==> src/dtcc_pkg.sv <==
// constants for the dual timer with compare and capture
package dtcc_pkg;
   // register byte offsets
   localparam logic [7:0] OFS_T0_CTRL  = 8'h00;
   localparam logic [7:0] OFS_T0_CNT   = 8'h04;
   localparam logic [7:0] OFS_T1_CTLA  = 8'h08;
   localparam logic [7:0] OFS_T1_CTLB  = 8'h0c;
   localparam logic [7:0] OFS_T1_CNTL  = 8'h10;
   localparam logic [7:0] OFS_T1_CNTH  = 8'h14;
   localparam logic [7:0] OFS_OCR_L    = 8'h18;
   localparam logic [7:0] OFS_OCR_H    = 8'h1c;
   localparam logic [7:0] OFS_ICR_L    = 8'h20;
   localparam logic [7:0] OFS_ICR_H    = 8'h24;
   localparam logic [7:0] OFS_FLAG     = 8'h28;
   localparam logic [7:0] OFS_MASK     = 8'h2c;
   localparam logic [7:0] OFS_MISC     = 8'h30;
   // flag and mask bit positions
   localparam int FL_T0_OVF = 0;
   localparam int FL_T1_OVF = 1;
   localparam int FL_CMP    = 2;
   localparam int FL_CAP    = 3;
   localparam int FLAG_W    = 4;
   // misc register bits
   localparam int MISC_COMPARATOR_CAPTURE_SEL = 0;
   localparam int MISC_ODIR = 1;
   // clock select encodings
   localparam logic [2:0] CS_STOP = 3'h0;
   localparam logic [2:0] CS_CK   = 3'h1;
   localparam logic [2:0] CS_D8   = 3'h2;
   localparam logic [2:0] CS_D64  = 3'h3;
   localparam logic [2:0] CS_D256 = 3'h4;
   localparam logic [2:0] CS_D1K  = 3'h5;
   localparam logic [2:0] CS_EFAL = 3'h6;
   localparam logic [2:0] CS_ERIS = 3'h7;
   // prescaler masks: tick when masked bits are all ones
   localparam int PRE_W = 10;
   localparam logic [9:0] PM_D8   = 10'h007;
   localparam logic [9:0] PM_D64  = 10'h03f;
   localparam logic [9:0] PM_D256 = 10'h0ff;
   localparam logic [9:0] PM_D1K  = 10'h3ff;
   // compare output modes and pwm tops
   localparam logic [1:0] COM_OFF = 2'h0;
   localparam logic [1:0] COM_TGL = 2'h1;
   localparam logic [1:0] COM_CLR = 2'h2;
   localparam logic [1:0] COM_SET = 2'h3;
   localparam logic [15:0] TOP_8  = 16'h00ff;
   localparam logic [15:0] TOP_9  = 16'h01ff;
   localparam logic [15:0] TOP_10 = 16'h03ff;
   localparam logic [1:0] PWM_8  = 2'h1;
   localparam logic [1:0] PWM_9  = 2'h2;
   localparam int CAP_SAMPLES = 4;
endpackage : dtcc_pkg

==> src/dtcc_timer.sv <==
// dual timer: 8-bit counter and 16-bit compare/capture/pwm timer with wishbone slave
//
// The implementer's own choices: the placing of the registers and the Wishbone register port.
`timescale 1ns/10ps
`default_nettype none
// Functional notes
// timer0 select: stop, clock, /8 /64 /256 /1024, pin falling, pin rising.
// timer0 pin edges count even while that pin is an output.
// timer0 counts up, is read/writable, resumes from written value next cycle.
// timer1 count pin is sampled each rising clock edge before edge detection.
// timer1 compares count with compare value; match may clear and drive pin.
// outside pwm, mode 00 off, 01 toggle, 10 clear, 11 set on match.
// compare pin driven only while its direction bit selects output.
// pwm select 00 off, 01 8-bit, 10 9-bit, 11 10-bit.
// in pwm clear-on-match ignored and compare modes take pwm meaning.
// filter off: first sampled edge captures; on: four equal samples needed.
// edge select bit 6: clear captures falling edge, set captures rising.
// comparator output may replace capture pin as trigger.
// clear-on-match bit 3 zeroes counter the cycle after a match.
// match is detected one clock after it occurs, also with prescaling.
// timer1 clock select uses the same eight encodings as timer0.
// timer1 pin edges count even while that pin is an output.
// reserved bits of control A 5..2 and control B 5..4 read zero.
// timer1 overflow, match and capture flags in flag register, enables in mask.
// capture flag sets in the cycle the count goes to capture register.
// pwm counts up from zero to top 255/511/1023, then down, repeating.
// pwm mode 10 clears on up match, sets on down; 11 inverse.
// software writes 16-bit count high byte first, then low commits.
// timer0 wraps from max to zero and sets its overflow flag.
module dtcc_timer
   import dtcc_pkg::*;
#(
   parameter int ADR_W = 8
)(
   input  wire logic             clk_i,            // 40 MHz clock
   input  wire logic             rst_i,            // sync reset, high
   input  wire logic             cyc_i,            // wishbone cycle
   input  wire logic             stb_i,            // wishbone strobe
   input  wire logic             we_i,             // write enable
   input  wire logic [ADR_W-1:0] adr_i,            // byte address
   input  wire logic [3:0]       sel_i,            // byte selects
   input  wire logic [31:0]      dat_i,            // write data
   output logic      [31:0]      dat_o,            // read data
   output logic                  ack_o,            // acknowledge
   input  wire logic             t0_count_pin_i,   // timer0 external clock
   input  wire logic             t1_count_pin_i,   // timer1 external clock
   input  wire logic             capture_input_pin_i, // capture pin
   input  wire logic             comparator_output_i, // analog comparator
   output logic                  compare_output_pin_o, // compare pin level
   output logic                  compare_output_oe_o,  // compare pin drive
   output logic      [FLAG_W-1:0] timer_flags_o    // sticky flags masked
);
   typedef struct packed {
      logic             ack;
      logic [7:0]       rdat;
      logic [2:0]       t0cs;
      logic [7:0]       t0cnt;
      logic [1:0]       com;
      logic [1:0]       pwm;
      logic             icnc;
      logic             ices;
      logic             ctc;
      logic [2:0]       t1cs;
      logic [15:0]      t1cnt;
      logic [15:0]      ocr;
      logic [15:0]      ocrbuf;
      logic [15:0]      icr;
      logic [7:0]       temp;
      logic [FLAG_W-1:0] flags;
      logic [FLAG_W-1:0] mask;
      logic             comparator_capture_sel;
      logic             odir;
      logic [PRE_W-1:0] pres;
      logic             t0smp;
      logic             t0prev;
      logic             t1smp;
      logic             t1prev;
      logic [CAP_SAMPLES-1:0] caphist;
      logic             caplvl;
      logic             eq_q;
      logic             eq_qq;
      logic             down;
      logic             oc;
   } dtcc_state_s;

   dtcc_state_s s;
   dtcc_state_s next_s;

   function automatic logic dtcc_tick(input logic [2:0] cs, input logic [PRE_W-1:0] p,
                                      input logic smp, input logic prev);
      unique case (cs)
         CS_STOP: dtcc_tick = 1'b0;
         CS_CK:   dtcc_tick = 1'b1;
         CS_D8:   dtcc_tick = (p & PM_D8) == PM_D8;
         CS_D64:  dtcc_tick = (p & PM_D64) == PM_D64;
         CS_D256: dtcc_tick = (p & PM_D256) == PM_D256;
         CS_D1K:  dtcc_tick = (p & PM_D1K) == PM_D1K;
         CS_EFAL: dtcc_tick = prev & ~smp;
         CS_ERIS: dtcc_tick = ~prev & smp;
      endcase
   endfunction : dtcc_tick

   logic        req;
   logic        wr;
   logic        next_cap_lvl;
   logic        t0_tick;
   logic        t1_tick;
   logic        pwm_on;
   logic        match_evt;
   logic        cap_evt;
   logic        all_hi;
   logic        all_lo;
   logic [15:0] top;
   logic [7:0]  adr;
   logic [7:0]  wd;
   logic [FLAG_W-1:0] set_f;

   assign req       = cyc_i & stb_i;
   assign adr       = 8'(adr_i);
   assign wd        = dat_i[7:0];
   assign wr        = req & s.ack & we_i & sel_i[0];
   assign pwm_on    = s.pwm != 2'h0;
   assign top       = (s.pwm == PWM_8) ? TOP_8 : (s.pwm == PWM_9) ? TOP_9 : TOP_10;
   assign t0_tick   = dtcc_tick(s.t0cs, s.pres, s.t0smp, s.t0prev);
   assign t1_tick   = dtcc_tick(s.t1cs, s.pres, s.t1smp, s.t1prev);
   assign match_evt = s.eq_q & ~s.eq_qq;
   assign all_hi    = &s.caphist;
   assign all_lo    = ~|s.caphist;
   // the filter holds the level until four samples agree
   assign next_cap_lvl = (s.icnc & ~(all_hi | all_lo)) ? s.caplvl : s.caphist[0];
   assign cap_evt   = (next_cap_lvl != s.caplvl) & (next_cap_lvl == s.ices);
   assign dat_o     = {24'h0, s.rdat};
   assign ack_o     = s.ack;
   assign compare_output_pin_o = s.oc;
   assign timer_flags_o        = s.flags & s.mask;

   always_comb begin
      next_s = s;
      set_f  = '0;
      next_s.ack  = req & ~s.ack;
      next_s.pres = s.pres + 1'b1;
      next_s.t0smp  = t0_count_pin_i;
      next_s.t0prev = s.t0smp;
      next_s.t1smp  = t1_count_pin_i;
      next_s.t1prev = s.t1smp;
      // capture source and sample history
      next_s.caphist = {s.caphist[CAP_SAMPLES-2:0],
                        s.comparator_capture_sel ? comparator_output_i : capture_input_pin_i};
      next_s.caplvl = next_cap_lvl;

      // timer0
      if (t0_tick) begin
         next_s.t0cnt = s.t0cnt + 1'b1;
         if (&s.t0cnt) begin
            set_f[FL_T0_OVF] = 1'b1;
         end
      end

      // timer1 compare tracking
      next_s.eq_q  = s.t1cnt == s.ocr;
      next_s.eq_qq = s.eq_q;
      if (pwm_on) begin
         if (t1_tick) begin
            if (!s.down) begin
               if (s.t1cnt >= top) begin
                  next_s.down  = 1'b1;
                  next_s.t1cnt = s.t1cnt - 1'b1;
                  next_s.ocr   = s.ocrbuf & top;
               end else begin
                  next_s.t1cnt = s.t1cnt + 1'b1;
               end
            end else if (s.t1cnt == 16'h0) begin
               next_s.down  = 1'b0;
               next_s.t1cnt = s.t1cnt + 1'b1;
               set_f[FL_T1_OVF] = 1'b1;
            end else begin
               next_s.t1cnt = s.t1cnt - 1'b1;
            end
         end
         if (match_evt & s.com[1]) begin
            next_s.oc = s.com[0] ^ s.down;
         end
      end else begin
         next_s.down = 1'b0;
         if (match_evt & s.ctc) begin
            next_s.t1cnt = 16'h0;
         end else if (t1_tick) begin
            next_s.t1cnt = s.t1cnt + 1'b1;
            if (&s.t1cnt) begin
               set_f[FL_T1_OVF] = 1'b1;
            end
         end
         if (match_evt) begin
            unique case (s.com)
               COM_OFF: next_s.oc = s.oc;
               COM_TGL: next_s.oc = ~s.oc;
               COM_CLR: next_s.oc = 1'b0;
               COM_SET: next_s.oc = 1'b1;
            endcase
         end
      end
      if (match_evt) begin
         set_f[FL_CMP] = 1'b1;
      end
      if (cap_evt) begin
         next_s.icr    = s.t1cnt;
         set_f[FL_CAP] = 1'b1;
      end

      // register reads, latched in the request cycle
      if (req & ~s.ack & ~we_i) begin
         unique case (adr)
            OFS_T0_CTRL: next_s.rdat = {5'h0, s.t0cs};
            OFS_T0_CNT:  next_s.rdat = s.t0cnt;
            OFS_T1_CTLA: next_s.rdat = {s.com, 4'h0, s.pwm};
            OFS_T1_CTLB: next_s.rdat = {s.icnc, s.ices, 2'h0, s.ctc, s.t1cs};
            OFS_T1_CNTL: begin
               next_s.rdat = s.t1cnt[7:0];
               next_s.temp = s.t1cnt[15:8];
            end
            OFS_ICR_L: begin
               next_s.rdat = s.icr[7:0];
               next_s.temp = s.icr[15:8];
            end
            OFS_T1_CNTH: next_s.rdat = s.temp;
            OFS_ICR_H:   next_s.rdat = s.temp;
            OFS_OCR_L:   next_s.rdat = s.ocrbuf[7:0];
            OFS_OCR_H:   next_s.rdat = s.ocrbuf[15:8];
            OFS_FLAG:    next_s.rdat = {4'h0, s.flags};
            OFS_MASK:    next_s.rdat = {4'h0, s.mask};
            OFS_MISC:    next_s.rdat = {6'h0, s.odir, s.comparator_capture_sel};
            default:     next_s.rdat = 8'h0;
         endcase
      end

      // register writes take effect on the acknowledged edge
      if (wr) begin
         unique case (adr)
            OFS_T0_CTRL: next_s.t0cs  = wd[2:0];
            OFS_T0_CNT:  next_s.t0cnt = wd;
            OFS_T1_CTLA: begin
               next_s.com = wd[7:6];
               next_s.pwm = wd[1:0];
            end
            OFS_T1_CTLB: begin
               next_s.icnc = wd[7];
               next_s.ices = wd[6];
               next_s.ctc  = wd[3];
               next_s.t1cs = wd[2:0];
            end
            OFS_T1_CNTH: next_s.temp  = wd;
            OFS_OCR_H:   next_s.temp  = wd;
            OFS_T1_CNTL: next_s.t1cnt = {s.temp, wd};
            OFS_OCR_L: begin
               next_s.ocrbuf = {s.temp, wd};
               if (!pwm_on) begin
                  next_s.ocr = {s.temp, wd};
               end
            end
            OFS_MASK:    next_s.mask  = wd[FLAG_W-1:0];
            OFS_MISC: begin
               next_s.comparator_capture_sel = wd[MISC_COMPARATOR_CAPTURE_SEL];
               next_s.odir = wd[MISC_ODIR];
            end
            default: ;
         endcase
      end
      // flags clear by writing one; a new event in the same cycle wins
      next_s.flags = s.flags;
      if (wr && adr == OFS_FLAG) begin
         next_s.flags = s.flags & ~wd[FLAG_W-1:0];
      end
      next_s.flags = next_s.flags | set_f;
   end

   always_ff @(posedge clk_i) begin
      if (rst_i) begin
         s <= '0;
         // count and compare value both reset to zero, so the match detector starts already equal
         s.eq_q  <= 1'b1;
         s.eq_qq <= 1'b1;
      end else begin
         s <= next_s;
      end
   end

   // pin reaches the port only with direction set and a connected mode
   assign compare_output_oe_o = s.odir & (pwm_on ? s.com[1] : (s.com != COM_OFF));
endmodule : dtcc_timer
`default_nettype wire

==> config.mk <==
export PLATFORM = sky130hd
export DESIGN_NAME = dtcc_timer
export DESIGN_NICKNAME = d
export VERILOG_FILES = /design/src/dtcc_pkg.sv /design/src/dtcc_timer.sv
export SDC_FILE = /design/constraint.sdc
export NUM_CORES = 1
export LEC_CHECK = 0
export ABC_AREA = 0
export BUFFER_PORTS_ARGS = -buffer_cell sky130_fd_sc_hd__clkbuf_2
export CORE_ASPECT_RATIO = 0.9
export CORE_MARGIN = 2
export CORE_UTILIZATION = 35
export CTS_BUF_LIST = sky130_fd_sc_hd__clkbuf_8
export CTS_CLUSTER_SIZE = 40
export DETAILED_ROUTE_END_ITERATION = 12
export PLACE_DENSITY = 0.64
export SLEW_MARGIN = 30
export SYNTH_ARGS = -nofsm -noshare
export SYNTH_HDL_FRONTEND = slang
export SYNTH_SLANG_ARGS = --single-unit
export TNS_END_PERCENT = 10
==> constraint.sdc <==
create_clock -name clk_i -period 3.2 [get_ports clk_i]
set_input_delay 0.32 -clock clk_i [delete_from_list [all_inputs] [get_ports clk_i]]
set_output_delay 0.32 -clock clk_i [all_outputs]
set_load 0.02 [all_outputs]
==> reports/qor.csv <==
metric,value,unit
drt_iter0_markers,781,
slew_headroom,41.9,%
grt_pass1_vias,6355,
final_cell_area,0.00837,mm²
globalRouteOverflowTotal,0,
syn_avg_cell_area,8.00,µm²
grt.met2_usage,32.3,%
synth_top_area_share,36.1,%
required,3.56,ns
cts_tree,built,
yosysWarnings,0,
cts_root_buf,clkbuf_8,
dr.pass1.iters,5,
start_util,35.9,%
ys_top_cells_by_area,"dfxtp_1 36%, nor2_1 6.8%, mux2i_1 6.7%, nand2_1 4.8%, a21oi_1 3.7%",
core,0.0209,mm²
rsz0062_at_grt,false,
grtUsageMet3,6.25,%
ant_nets,0,
die_area,0.0226,mm²
cts_setup_buffers,0,
worst_ep_arrival_time,3.19,ns
whs,0.0649,ns
synth-main-ff-cell,dfxtp_1,
synth_edf_count,0,
setup_tns,0,ns
leakage,3.24,nW
antenna_found_initial,1,
layout.nets,1027,
cts_buffers,17,
gr-usage-met1,31.7,%
ios,92,
p_per_area,409,mW/mm²
crit_path_start_kind,flip-flop,
clock_sinks,135,
hold_class,in2reg,
htreeDepth,4,
vias,7094,
grt_usage,22.2,%
setup_violations,0,
port_buffers,40,
fin_crit_sh,88.3,%
top_usage_layer,met2,
synthCells,937,
hpwlAfterDp,17600,µm
cts.clk_slew.worst_paths,0.09,ns
synth_top_cell_by_area,dfxtp_1,
viasPerCell,5.61,
slew_viol_final,0,
ir_worst_vdd,0.000230,V
synthToLayoutAreaGrowth,11.7,%
clockBufferDepth,2,
utilization,40.1,%
hold_viol,0,
ys_seq_area_share,36.1,%
ys_async_sr_fraction,0,%
routed_wl,24600,µm
drive_gt1_share,13.6,%
cp-end-kind,flip-flop,
drv_cap,0,
num_antenna_cells,0,
grt_pass1_wl,38000,µm
max_freq,354,MHz
ctsHoldBuffers,0,
ys_types,73,
mostFrequentLayoutCell,nor2_1,
worst_pin_slew,0.871,ns
path_class,reg2reg,
post-route-min-period,2.83,ns
cp_max_fo,5,
layout_common_cells,"136 x nor2_1, 135 x dfxtp_1, 95 x nand2_1, 55 x a21oi_1, 50 x mux2i_1",
die_h,143,µm
cts_resized,0,
place_area,0.00795,mm²
routabilityCongestion,0.965,
clkLatencyLatePin,0.47,ns
grt_max_degree,82,
synth_area,0.00749,mm²
rows,50,
die-width,158,µm
wl_per_cell,19.5,µm
synth_seq_cells,135,
status,completed,
finClkSkew,0.0112,ns
drc,0,
layout make-up:
class / instances / area (µm²)
clock buffers: 18 / 248
clock inverters: 14 / 175
fillers: 2197 / 12500
inverters: 11 / 41.3
multi-input cells: 717 / 4320
flip-flops and latches: 135 / 2700
well taps: 286 / 358
repair buffers: 83 / 526
stage by stage:
stage	setup WS (ns)	instances	power, mW
after detailed placement	0.437	1232	1.94
final	0.374	1264	3.43
after floorplan	0.516	960	1.89
after CTS	0.434	1264	3.45
after global routing	0.207	1264	3.54
after global placement	0.450	1232	1.94
critical path, stage by stage (launching register included):
cell and delay, ns:
dfxtp_1 0.31, inv_1 0.07, ha_1 0.24, or3b_2 0.52, nor4b_4 0.31, and4b_1 0.41
nor3_1 0.18, nor4_1 0.42, o22a_1 0.22, nand2_1 0.04
routing by layer:
metal,vias up,routed length [µm]
li1,3344,-
met5,-,40
met4,4,496
met3,39,2270
met1,3406,11400
met2,301,10400
registers in the layout, summed over array words and instances, names as in the netlist:
register	cells
compare_output_pin_o	1
ack_o	1
s	119
dat_o	8
next_s	6
worst paths after layout:
path                                           start  slack, ns  cells past startpoint                     to
worst max-delay path                s[90]$_SDFF_PP0_       0.37                      9       s[94]$_SDFF_PP0_
worst min-delay path                  t0_count_pin_i       0.06                      2  next_s[11]$_SDFF_PP0_
worst max register to register      s[90]$_SDFF_PP0_       0.37                      9       s[94]$_SDFF_PP0_
worst min register to register  next_s[2]$_SDFF_PP1_       0.43                      1        s[2]$_SDFF_PP1_
power by group:
| part | switching, mW | internal [mW] | leakage, nW | total, mW |
|---|---|---|---|---|
| sequential | 0.0118 | 1.69 | 1.09 | 1.70 |
| combinational | 0.149 | 0.0499 | 1.94 | 0.199 |
| clock | 0.724 | 0.798 | 0.211 | 1.52 |
kinds of logic (layout without fill, tap and decap cells):
kind of cell               after synthesis  count (layout)  share of synthesized area, %
xor gates and xnor gates                40              40                          4.68
muxes                                   52              52                          7.03
adders and majority gates                9               9                          1.50
DFF                                    135             135                          36.1
other                                    1              24                        0.0500
and+or+nand+nor                        400             400                          25.8
AOI/OAI and AO/OA                      192             192                          17.4
buffers and inverters                  108             126                          7.48
synthesized netlist by cell type, drive strengths merged, types with 7 or more instances:
cell	n
a22oi	15
and2	13
a22o	10
mux2i	50
dfxtp	135
nor2b	13
nor3	24
and3	13
xnor2	19
a211oi	21
clkbuf	51
nand2	96
nand3	44
a21oi	56
o21ai	33
nand4	11
or4	7
nor2	137
xor2	21
nor4	16
ha	9
inv	11
buf	46
(Power assumes the default switching activity.)
